### config.mk
export PLATFORM = sky130hd
export DESIGN_NAME = dib_top
export DESIGN_NICKNAME = d
export VERILOG_FILES = /design/src/inc/dib_pkg.sv /design/src/hdl/dib_sync.sv /design/src/hdl/dib_top.sv
export VERILOG_INCLUDE_DIRS = /design/src /design/src/inc
export SDC_FILE = /design/constraint.sdc
export NUM_CORES = 1
export LEC_CHECK = 0
export BUFFER_PORTS_ARGS = -buffer_cell sky130_fd_sc_hd__buf_2
export CAP_MARGIN = 40
export CORE_MARGIN = 10
export CORE_UTILIZATION = 35
export CTS_BUF_LIST = sky130_fd_sc_hd__clkbuf_4 sky130_fd_sc_hd__clkbuf_8
export CTS_CLUSTER_SIZE = 40
export DETAILED_ROUTE_END_ITERATION = 8
export PLACE_DENSITY_LB_ADDON = 0.3
export SETUP_SLACK_MARGIN = 0.2
export SLEW_MARGIN = 20
export SYNTH_ARGS = -nofsm -noshare
export SYNTH_HDL_FRONTEND = slang
export SYNTH_SLANG_ARGS = --single-unit
### constraint.sdc
create_clock -name clk_i -period 2.2 [get_ports clk_i]
set_clock_uncertainty 0.15 [all_clocks]
set_input_delay 0.11 -clock clk_i [delete_from_list [all_inputs] [get_ports clk_i]]
set_output_delay 0.11 -clock clk_i [all_outputs]
set_load 0.05 [all_outputs]
### src/inc/dib_consts.svh
// offsets, field positions, reset values and codes of the brake and i/o block
`ifndef DIB_CONSTS_SVH
`define DIB_CONSTS_SVH
`define DIB_ADR_SVF5_A 8'h00
`define DIB_ADR_SVF5_B 8'h04
`define DIB_ADR_SVS2_A 8'h08
`define DIB_ADR_SVS2_B 8'h0C
`define DIB_ADR_SPF7 8'h10
`define DIB_ADR_SPF5 8'h14
`define DIB_ADR_STAT 8'h18
`define DIB_ADR_EVT 8'h1C
`define DIB_REG_RST 16'h0000
`define DIB_OUTPUT_THREE_SELECT_HI 11
`define DIB_OUTPUT_THREE_SELECT_LO 10
`define DIB_OUTPUT_THREE_SELECT_OFF 2'h0
`define DIB_OUTPUT_THREE_SELECT_CONT 2'h2
`define DIB_CBC_BIT 8
`define DIB_DIS_HI 15
`define DIB_DIS_LO 12
`define DIB_DIS_NONE 4'h0
`define DIB_DIS_PROX 4'h4
`define DIB_DDIR_BIT 5
`define DIB_ALARM_INIT_PARAM 8'h37
`define DIB_ALARM_NONE 8'h00
`endif

### src/inc/dib_pkg.sv
// types shared by the brake and i/o block
package dib_pkg;
  typedef struct packed {
    logic cyc;
    logic stb;
    logic we;
    logic [7:0] adr;
    logic [3:0] sel;
    logic [31:0] dat;
  } dib_wb_req_t;
  typedef struct packed {
    logic ack;
    logic [31:0] dat;
  } dib_wb_rsp_t;
  typedef enum logic [1:0] {
    DIB_BRK_ALL = 2'b00,
    DIB_BRK_ONE_A = 2'b01,
    DIB_BRK_ONE_B = 2'b10,
    DIB_BRK_FAULT = 2'b11
  } dib_brk_mode_t;
  typedef enum logic [3:0] {
    DIB_R_SVF5_A = 4'h0,
    DIB_R_SVF5_B = 4'h1,
    DIB_R_SVS2_A = 4'h2,
    DIB_R_SVS2_B = 4'h3,
    DIB_R_SPF7 = 4'h4,
    DIB_R_SPF5 = 4'h5,
    DIB_R_STAT = 4'h6,
    DIB_R_EVT = 4'h7,
    DIB_R_NONE = 4'hF
  } dib_reg_t;
endpackage

### src/hdl/dib_sync.sv
// two flip-flop synchroniser for pin inputs
`timescale 1ns/1ps
module dib_sync #(
  parameter int W = 2
) (
  // clock and reset
  input wire logic clk_i,
  input wire logic rst_i,
  // pin side and synchronised side
  input wire logic [W-1:0] async_i,
  input wire logic [W-1:0] rst_val_i,
  output logic [W-1:0] sync_o
);
  logic [W-1:0] meta_r;
  if (W < 1) begin : g_width_check
    $error("dib_sync: width must be positive");
  end
  // reset value comes in as a constant tie from the parent
  always_ff @(posedge clk_i) begin
    if (rst_i) begin
      meta_r <= rst_val_i;
      sync_o <= rst_val_i;
    end else begin
      meta_r <= async_i;
      sync_o <= meta_r;
    end
  end
endmodule // dib_sync

### src/hdl/dib_top.sv
// brake release, contactor output and proximity input logic of a two-axis drive
// How it works
// - output-3 field 00 disables, 10 drives contactor, 01 and 11 prohibited
// - without SPINDLE both axes must hold the same output-3 selection for the shared pin
// - brake released only while a motor is energised and producing torque
// - brake-axis bit lets one axis rule brake; set on all gives alarm 37
// - servo off engages brake on the very edge the motor is de-energised
// - drop prevention only in emergency, alarm or power failure, never servo off
// - without axis selection the brake engages only when all axes are off
// - emergency stop forces servo off on every axis at once
// - after emergency cancel the brake releases only once motor power is up
// - proximity edge bit: 0 falling edge, 1 rising edge
// - spindle input field 0 unused, 4 proximity switch, others prohibited
`timescale 1ns/1ps
`include "dib_consts.svh"
module dib_top #(
  parameter int AXES = 2,
  parameter bit SPINDLE = 1'b0
) (
  // clock and reset
  input wire logic clk_i,
  input wire logic rst_i,
  // wishbone slave
  input wire dib_pkg::dib_wb_req_t wb_req_i,
  output dib_pkg::dib_wb_rsp_t wb_rsp_o,
  // numerical control and power stage
  input wire logic [1:0] servo_on_cmd_i,
  input wire logic [1:0] motor_power_on_i,
  input wire logic drive_alarm_i,
  input wire logic power_fail_i,
  // pins
  input wire logic external_emergency_stop_in_n_i,
  input wire logic prox_switch_i,
  // drive outputs
  output logic [1:0] servo_en_o,
  output logic [1:0] drop_prevent_o,
  output logic brake_relay_out_a_o,
  output logic brake_relay_out_b_o,
  output logic contactor_ctrl_out_o,
  output logic prox_detect_o,
  output logic [7:0] alarm_code_o
);
  if (AXES != 2) begin : g_axes_check
    $error("dib_top: only two-axis units are served");
  end

  logic [15:0] svf5_r [2];
  logic [15:0] svs2_r [2];
  logic [15:0] spf7_r;
  logic [15:0] spf5_r;
  logic prox_evt_r;
  logic prox_last_r;
  logic [1:0] motor_on_r;
  logic brake_rel_r;
  logic [1:0] pins_s;
  logic ack_r;

  function automatic dib_pkg::dib_reg_t adr_dec(input logic [7:0] a);
    if (a == `DIB_ADR_SVF5_A) adr_dec = dib_pkg::DIB_R_SVF5_A;
    else if (a == `DIB_ADR_SVF5_B) adr_dec = dib_pkg::DIB_R_SVF5_B;
    else if (a == `DIB_ADR_SVS2_A) adr_dec = dib_pkg::DIB_R_SVS2_A;
    else if (a == `DIB_ADR_SVS2_B) adr_dec = dib_pkg::DIB_R_SVS2_B;
    else if (a == `DIB_ADR_SPF7) adr_dec = dib_pkg::DIB_R_SPF7;
    else if (a == `DIB_ADR_SPF5) adr_dec = dib_pkg::DIB_R_SPF5;
    else if (a == `DIB_ADR_STAT) adr_dec = dib_pkg::DIB_R_STAT;
    else if (a == `DIB_ADR_EVT) adr_dec = dib_pkg::DIB_R_EVT;
    else adr_dec = dib_pkg::DIB_R_NONE;
  endfunction

  // byte lanes 0 and 1 carry the 16-bit registers
  function automatic logic [15:0] wr16(input logic [15:0] old, input logic [31:0] d,
                                       input logic [3:0] s);
    wr16 = {s[1] ? d[15:8] : old[15:8], s[0] ? d[7:0] : old[7:0]};
  endfunction

  // pins cross into the clock domain first
  dib_sync #(.W(2)) u_pin_sync (
    .clk_i(clk_i),
    .rst_i(rst_i),
    .async_i({external_emergency_stop_in_n_i, prox_switch_i}),
    .rst_val_i(2'b00),
    .sync_o(pins_s)
  );
  // estop pin reads low after reset until the first samples arrive: safe side
  wire estop_w = ~pins_s[1];
  wire prox_w = pins_s[0];

  // bus decode
  wire req_w = wb_req_i.cyc & wb_req_i.stb & ~ack_r;
  wire wr_w = req_w & wb_req_i.we;
  dib_pkg::dib_reg_t rsel_w;
  assign rsel_w = adr_dec(wb_req_i.adr);

  // parameter fields
  wire [1:0] output_three_select_a_w = SPINDLE ? spf7_r[`DIB_OUTPUT_THREE_SELECT_HI:`DIB_OUTPUT_THREE_SELECT_LO] : svf5_r[0][`DIB_OUTPUT_THREE_SELECT_HI:`DIB_OUTPUT_THREE_SELECT_LO];
  wire [1:0] output_three_select_b_w = svf5_r[1][`DIB_OUTPUT_THREE_SELECT_HI:`DIB_OUTPUT_THREE_SELECT_LO];
  wire output_three_select_mismatch_w = ~SPINDLE & (output_three_select_a_w != output_three_select_b_w);
  wire output_three_select_prohib_w = (output_three_select_a_w != `DIB_OUTPUT_THREE_SELECT_OFF) && (output_three_select_a_w != `DIB_OUTPUT_THREE_SELECT_CONT);
  wire cont_sel_w = (output_three_select_a_w == `DIB_OUTPUT_THREE_SELECT_CONT) & ~output_three_select_mismatch_w;
  wire [3:0] dis_w = spf7_r[`DIB_DIS_HI:`DIB_DIS_LO];
  wire prox_en_w = dis_w == `DIB_DIS_PROX;
  wire dis_prohib_w = (dis_w != `DIB_DIS_NONE) && !prox_en_w;
  wire [1:0] cbc_w = {svs2_r[1][`DIB_CBC_BIT], svs2_r[0][`DIB_CBC_BIT]};
  wire alarm37_w = &cbc_w;

  // brake mode from axis selection
  dib_pkg::dib_brk_mode_t brk_mode_w;
  assign brk_mode_w = dib_pkg::dib_brk_mode_t'(cbc_w);

  // emergency covers the pin, drive alarms, power loss and parameter error
  wire emerg_w = estop_w | drive_alarm_i | power_fail_i | alarm37_w;
  wire [1:0] servo_en_nxt = emerg_w ? 2'b00 : servo_on_cmd_i;
  // drop prevention keeps torque up only on the emergency path, never on servo off
  wire [1:0] drop_prevent_nxt = emerg_w ? (motor_on_r & motor_power_on_i) : 2'b00;
  // torque exists only once the power stage reports power
  wire [1:0] motor_on_nxt = (servo_en_nxt | drop_prevent_nxt) & motor_power_on_i;
  logic brake_rel_nxt;
  always_comb begin
    case (brk_mode_w)
      dib_pkg::DIB_BRK_ALL: brake_rel_nxt = |motor_on_nxt;
      dib_pkg::DIB_BRK_ONE_A: brake_rel_nxt = motor_on_nxt[0];
      dib_pkg::DIB_BRK_ONE_B: brake_rel_nxt = motor_on_nxt[1];
      default: brake_rel_nxt = 1'b0;
    endcase
  end
  wire contactor_nxt = cont_sel_w & ~emerg_w;

  // proximity edge on the selected polarity
  wire prox_edge_w = spf5_r[`DIB_DDIR_BIT] ? (prox_w & ~prox_last_r) : (~prox_w & prox_last_r);
  wire prox_hit_w = prox_en_w & prox_edge_w;
  wire evt_clr_w = wr_w & (rsel_w == dib_pkg::DIB_R_EVT) & wb_req_i.sel[0] & wb_req_i.dat[0];

  wire [15:0] stat_w = {7'h00, dis_prohib_w, output_three_select_mismatch_w, output_three_select_prohib_w, alarm37_w,
                        estop_w, brake_rel_r, contactor_ctrl_out_o, motor_on_r};
  logic [15:0] rd_w;
  always_comb begin
    case (rsel_w)
      dib_pkg::DIB_R_SVF5_A: rd_w = svf5_r[0];
      dib_pkg::DIB_R_SVF5_B: rd_w = svf5_r[1];
      dib_pkg::DIB_R_SVS2_A: rd_w = svs2_r[0];
      dib_pkg::DIB_R_SVS2_B: rd_w = svs2_r[1];
      dib_pkg::DIB_R_SPF7: rd_w = spf7_r;
      dib_pkg::DIB_R_SPF5: rd_w = spf5_r;
      dib_pkg::DIB_R_STAT: rd_w = stat_w;
      dib_pkg::DIB_R_EVT: rd_w = {15'h0000, prox_evt_r};
      default: rd_w = 16'h0000;
    endcase
  end

  // bus slave: one wait state, unmapped reads zero and writes drop
  always_ff @(posedge clk_i) begin
    if (rst_i) begin
      ack_r <= 1'b0;
      wb_rsp_o <= '0;
    end else begin
      ack_r <= req_w;
      wb_rsp_o.ack <= req_w;
      wb_rsp_o.dat <= req_w ? {16'h0000, rd_w} : 32'h0000_0000;
    end
  end

  always_ff @(posedge clk_i) begin
    if (rst_i) begin
      svf5_r[0] <= `DIB_REG_RST;
      svf5_r[1] <= `DIB_REG_RST;
      svs2_r[0] <= `DIB_REG_RST;
      svs2_r[1] <= `DIB_REG_RST;
      spf7_r <= `DIB_REG_RST;
      spf5_r <= `DIB_REG_RST;
    end else if (wr_w) begin
      if (rsel_w == dib_pkg::DIB_R_SVF5_A) svf5_r[0] <= wr16(svf5_r[0], wb_req_i.dat, wb_req_i.sel);
      if (rsel_w == dib_pkg::DIB_R_SVF5_B) svf5_r[1] <= wr16(svf5_r[1], wb_req_i.dat, wb_req_i.sel);
      if (rsel_w == dib_pkg::DIB_R_SVS2_A) svs2_r[0] <= wr16(svs2_r[0], wb_req_i.dat, wb_req_i.sel);
      if (rsel_w == dib_pkg::DIB_R_SVS2_B) svs2_r[1] <= wr16(svs2_r[1], wb_req_i.dat, wb_req_i.sel);
      if (rsel_w == dib_pkg::DIB_R_SPF7) spf7_r <= wr16(spf7_r, wb_req_i.dat, wb_req_i.sel);
      if (rsel_w == dib_pkg::DIB_R_SPF5) spf5_r <= wr16(spf5_r, wb_req_i.dat, wb_req_i.sel);
    end
  end

  // servo enable and brake change on the same edge, so no gap opens between them
  always_ff @(posedge clk_i) begin
    if (rst_i) begin
      servo_en_o <= 2'b00;
      drop_prevent_o <= 2'b00;
      motor_on_r <= 2'b00;
      brake_rel_r <= 1'b0;
      brake_relay_out_a_o <= 1'b0;
      brake_relay_out_b_o <= 1'b0;
      contactor_ctrl_out_o <= 1'b0;
      alarm_code_o <= `DIB_ALARM_NONE;
    end else begin
      servo_en_o <= servo_en_nxt;
      drop_prevent_o <= drop_prevent_nxt;
      motor_on_r <= motor_on_nxt;
      brake_rel_r <= brake_rel_nxt;
      brake_relay_out_a_o <= brake_rel_nxt;
      brake_relay_out_b_o <= brake_rel_nxt;
      contactor_ctrl_out_o <= contactor_nxt;
      alarm_code_o <= alarm37_w ? `DIB_ALARM_INIT_PARAM : `DIB_ALARM_NONE;
    end
  end

  // sticky event: a new edge wins over a clear in the same cycle
  always_ff @(posedge clk_i) begin
    if (rst_i) begin
      prox_last_r <= 1'b0;
      prox_evt_r <= 1'b0;
      prox_detect_o <= 1'b0;
    end else begin
      prox_last_r <= prox_w;
      prox_detect_o <= prox_hit_w;
      prox_evt_r <= prox_hit_w | (prox_evt_r & ~evt_clr_w);
    end
  end
endmodule // dib_top

Yosys cells after proc, flatten, opt, wreduce, memory -nomap -nowiden
Memories as Yosys holds them, arrays and structs flattened.
Cells that the tools add are included.
- bitwise operators: 31
- reductions and logical operators: 15
- equal/unequal tests: 20
- muxes and demuxes: 44
- operator list (operator ; count):
    16-bit one-hot mux with 8 select lines ; 1
    16-bit two-way mux ; 4
    8-bit two-way mux ; 8
    8-bit by 5-bit == test with 1-bit output (second input constant) ; 4
    4-bit two-way mux ; 8
    4-bit by 3-bit == test with 1-bit output (second input constant) ; 5
    1-bit two-way mux ; 19
    8-bit by 4-bit == test with 1-bit output (second input constant) ; 2
    1-bit AND ; 12
    3-bit AND reduction ; 4
    4-bit by 2-bit == test with 1-bit output (second input constant) ; 2
    8-bit by 3-bit == test with 1-bit output (second input constant) ; 1
    8-bit logical NOT ; 1
    1-bit inverter ; 8
    1-bit OR ; 8
    6-bit two-way mux ; 1
    2-bit AND ; 2
    2-bit == test (second input constant) ; 2
    4-bit by 1-bit == test with 1-bit output (second input constant) ; 1
    4-bit logical NOT ; 1
    2-bit two-way mux ; 2
    4-bit nonzero test ; 1
    2-bit OR reduction ; 2
    1-bit one-hot mux with 3 select lines ; 1
    other kinds (9) ; 10
- register bits: 88
- word-level logic and storage cells: 130
- memories kept: 2
- RAM bits: 64
- output and inout port bits: 49
- memories (name ; depth ; bits a word ; rd ports ; clocked after Yosys merged registers in ; wr ports ; line ; text):
    svf5_r ; 2 ; 16 ; 2 ; 0 ; 2 ; dib_top.sv:47 ; logic [15:0] svf5_r [2];
    svs2_r ; 2 ; 16 ; 2 ; 0 ; 2 ; dib_top.sv:48 ; logic [15:0] svs2_r [2];

Longest topological paths before layout
- word-level depth: 16
- depth in mapped cells: 7
- gate-level depth less buffers: 4

Modules after synthesis
A second synthesis with hierarchy kept.
- cell total of the unflattened synthesis: 437
- area total of the unflattened synthesis: 5539.1 µm²
- by module, submodules not included (module ; instances ; area each (µm²) ; cells an instance):
    dib_top ; 1 ; 5413.9 ; 429
    dib_sync ; 1 ; 125.1 ; 8

Worst setup path after synthesis
OpenSTA, ideal clock, no wires.
- kind: input to register
- start point: in wb_req_i[38] in the netlist's numbering
- end point: mem svf5_r[1][0] (netlist: svf5_r[0][16]) (enable)
- data required time: 1.663 ns
- library setup time: 0.387 ns
- buffers on the path: 2
- cell stages on the path: 5
- arrival time: 1.450 ns
- path slack: 0.213 ns
- cell sequence: buf_4 > nor2b_1 > buf_2 > nand2_1 > o31ai_1
- RTL lines (item ; line ; text):
    from (decl) ; dib_top.sv:24 ; input wire dib_pkg::dib_wb_req_t wb_req_i,
    to (decl) ; dib_top.sv:47 ;

Worst setup path in the final report
- start point: in rst_i
- end point: reg ack_r
- RTL lines (item ; line ; text):
    from (decl) ; dib_top.sv:22 ; input wire logic rst_i,
    to (signal assigned) ; dib_top.sv:156 ; ack_r <= req_w;
    to (decl) ; dib_top.sv:56 ; logic ack_r;
No word-level cell between the ends.

==> results.cfg <==
[clock_network]
htreeDepth = 4
clk_pin_slew_ns = 0.07
clockRootBuffer = clkbuf_8
cts_setup_buffers = 0
clkSinkCount = 129
insertion_delay_ns = 0.45
clk_path_buf_depth = 2
cts_inserted_buffers = 17
cts_tree = yes

[synthesis]
synthCells = 506
yosysSeqAreaShare = 0.563
synth_area_leaders = edfxtp_1 (34%), dfxtp_1 (23%), buf_4 (4.2%)
synth_edf_count = 64
yosys_warnings = 0
async_flop_share = 0
syn_avg_cell_area_um2 = 11.3
synth_seq_cells = 129
yosys.area.top_type = edfxtp_1
ys.flop_type = dfxtp_1
synth_area_um2 = 5730
synth.distinct_cells = 58
yosysTopAreaCellShare = 0.336

[power_and_ir_drop]
clkPwrFrac = 0.401
vdd.ir_drop.worst_mv = 0.364
p_comb_frac = 0.087
powerDensity_nw_per_um2 = 736
p_seq_frac = 0.512
p_leak_nw = 2.66
swShare = 0.231
switchingPower_mw = 1.16
internal_power_mw = 3.88

[routing]
final_antenna_net_count = 0
routed_wl_um = 16100
wire_per_inst_um = 19.4
viasPerCell = 5.25
first_pass_iters = 5
vias = 4344
drcViolationCount = 0
dr.first_iter.drc_count = 443

[flow_run]
maxCapViolCount = 0

[floorplanning]
start_util = 0.359
rows = 46
fp.dieW_um = 148
io_pins = 106
dieArea_um2 = 21900
core_area_um2 = 15900
die_h_um = 148

[timing]
hold_viol_final = 0
max_freq_ghz = 0.522
final.min_clock_period_ns = 1.91
setup_tns_ns = 0
maxSlewViolCount = 0
slew_headroom = 0.598
fin_ws_ns = 0.286
rsz0062_at_grt = no
finalSetupViolCount = 0
tightestPinTransition_ns = 0.603
fin_crit_sh = 0.870

[setup_path]
cp_max_fo = 38
arrival_ns = 2.10
cp_common_cell = dlygate4sd3_1
crit_chain = dlygate4sd3_1 > buf_2 > buf_4 > nor2_1 > dlygate4sd3_1
critPathBufInv = 4
crit_family = buffers and inverters
criticalPathCategory = input port to flip-flop
cp_data_required_time_ns = 2.38
slowest_stage = dlygate4sd3_1
timing.rr.start = ack_r
crit_path_end_kind = flip-flop
startpoint_type = input port
r2r_end = svs2_r[0][30]
r2r_slack_ns = 0.31
rr_worst_depth = 3
slowest_delay_ns = 0.57

[placement]
hpwl_um = 11400
io_buffer_count = 68
place.gp.congestion = 0.853
dp_slack_ns = 0.166

[global_routing]
grt_use_total = 0.144
antenna_found_initial = 1
overflow = 0
grt_pass1_wl_um = 24300
grt_max_degree = 39
first_global_vias = 4360

[finish]
layout_commonest_cell = buf_2
seq_area_um2 = 3220
fill_cells = 1508
area_growth_pct = 19.8
num-nets-final = 654
final_cell_mix = buf_2 (68), dfxtp_1 (65), edfxtp_1 (64)
layout-drive-gt1-share = 0.251
multi_input_area_um2 = 2180

[hold_path]
whs_endpoint = drop_prevent_o[0]
hp-class = input port to flip-flop
hp-start = power_fail_i
min_path_cells = 4

[run_status]
status = completed
logic make-up after synthesis:
kind of cell           Yosys count  share of synthesized area
other                            1                   0.000655
XOR/XNOR                         2                    0.00306
buffers and inverters           65                     0.0697
flip-flops                     129                      0.563
AO/OA/AOI/OAI                  114                      0.123
AND/OR/NAND/NOR                159                      0.171
multiplexers                    36                     0.0701
worst min-delay path, stage by stage:
cell and delay (ns):
buf_2 0.08, nor2_1 0.04, nand3_1 0.18, and4_1 0.21
cells in the mapped netlist, drive strengths merged, types with 7 or more instances:
master	instances
a21oi	37
a22o	7
and2	38
buf	51
clkbuf	11
dfxtp	65
edfxtp	64
mux2	13
mux2i	21
nand2	19
nand3	7
nand4	36
nor2	18
nor2b	7
o21ai	34
o22ai	8
final cells by class:
cell class,instances,share of cell area
inverters,3,0.00164
flip-flops and latches,129,0.470
multi-input cells,330,0.318
well taps,216,0.0394
clock inverters,9,0.0168
clock buffers,23,0.0407
repair buffers,116,0.113
diodes,1,0.000365
worst max path at each step:
stage	startpoint	to	slack (ns)	cells after the start
after floorplan	wb_req_i[38]	svf5_r[0][16]	0.21	5
after global placement	wb_req_i[43]	svs2_r[0][30]	0.18	5
after detailed placement	wb_req_i[43]	svs2_r[0][31]	0.17	5
after CTS	ack_r	svs2_r[0][16]	0.23	3
after global routing	ack_r	svs2_r[0][29]	0.22	3
final	rst_i	ack_r	0.29	5
routing by layer:
metal | vias to the layer above | track usage | share of wire
li1 | 2040 | - | -
met1 | 2097 | 0.178 | 0.43
met2 | 180 | 0.224 | 0.46
met3 | 27 | 0.0461 | 0.078
met4 | 0 | 0.0704 | 0.025
met5 | - | 0 | 0
power by group through the flow:
stage               Sequential (mW)  Combinational, mW  Clock, mW
finish                         2.58              0.438       2.02
global route                   2.59              0.464       2.16
CTS                            2.58              0.435       2.05
detailed placement             2.64              0.397          0
global placement               2.63              0.393          0
floorplan                      2.63              0.289          0
what timing repair did:
action,CTS,global route
gates resized for setup,1,4
hold buffers,25,0
endpoints found under the setup margin,1,32
endpoints found under the hold margin,107,0
registers in the layout, summed over array words and instances (netlist names), 2 cells and up:
| name | flops |
|---|---|
| u_pin_sync.sync_o | 2 |
| svf5_r | 32 |
| spf7_r | 16 |
| wb_rsp_o | 16 |
| spf5_r | 16 |
| u_pin_sync.meta_r | 2 |
| motor_on_r | 2 |
| servo_en_o | 2 |
| drop_prevent_o | 2 |
| svs2_r | 32 |
metrics by stage:
step | area [um2] | instances | power [mW] | utilization | hold WS (ns)
2_1_floorplan | 5790 | 524 | 2.92 | - | 0.0817
3_3_place_gp | 6200 | 769 | 3.03 | 0.389 | 0.173
3_5_place_dp | 6200 | 769 | 3.03 | 0.389 | 0.174
4_1_cts | 6850 | 826 | 5.07 | 0.430 | 0.0209
5_1_grt | 6850 | 826 | 5.21 | 0.430 | 0.0635
6_report | 6860 | 827 | 5.05 | 0.430 | 0.0344
Power figures use the tool's default switching activity.
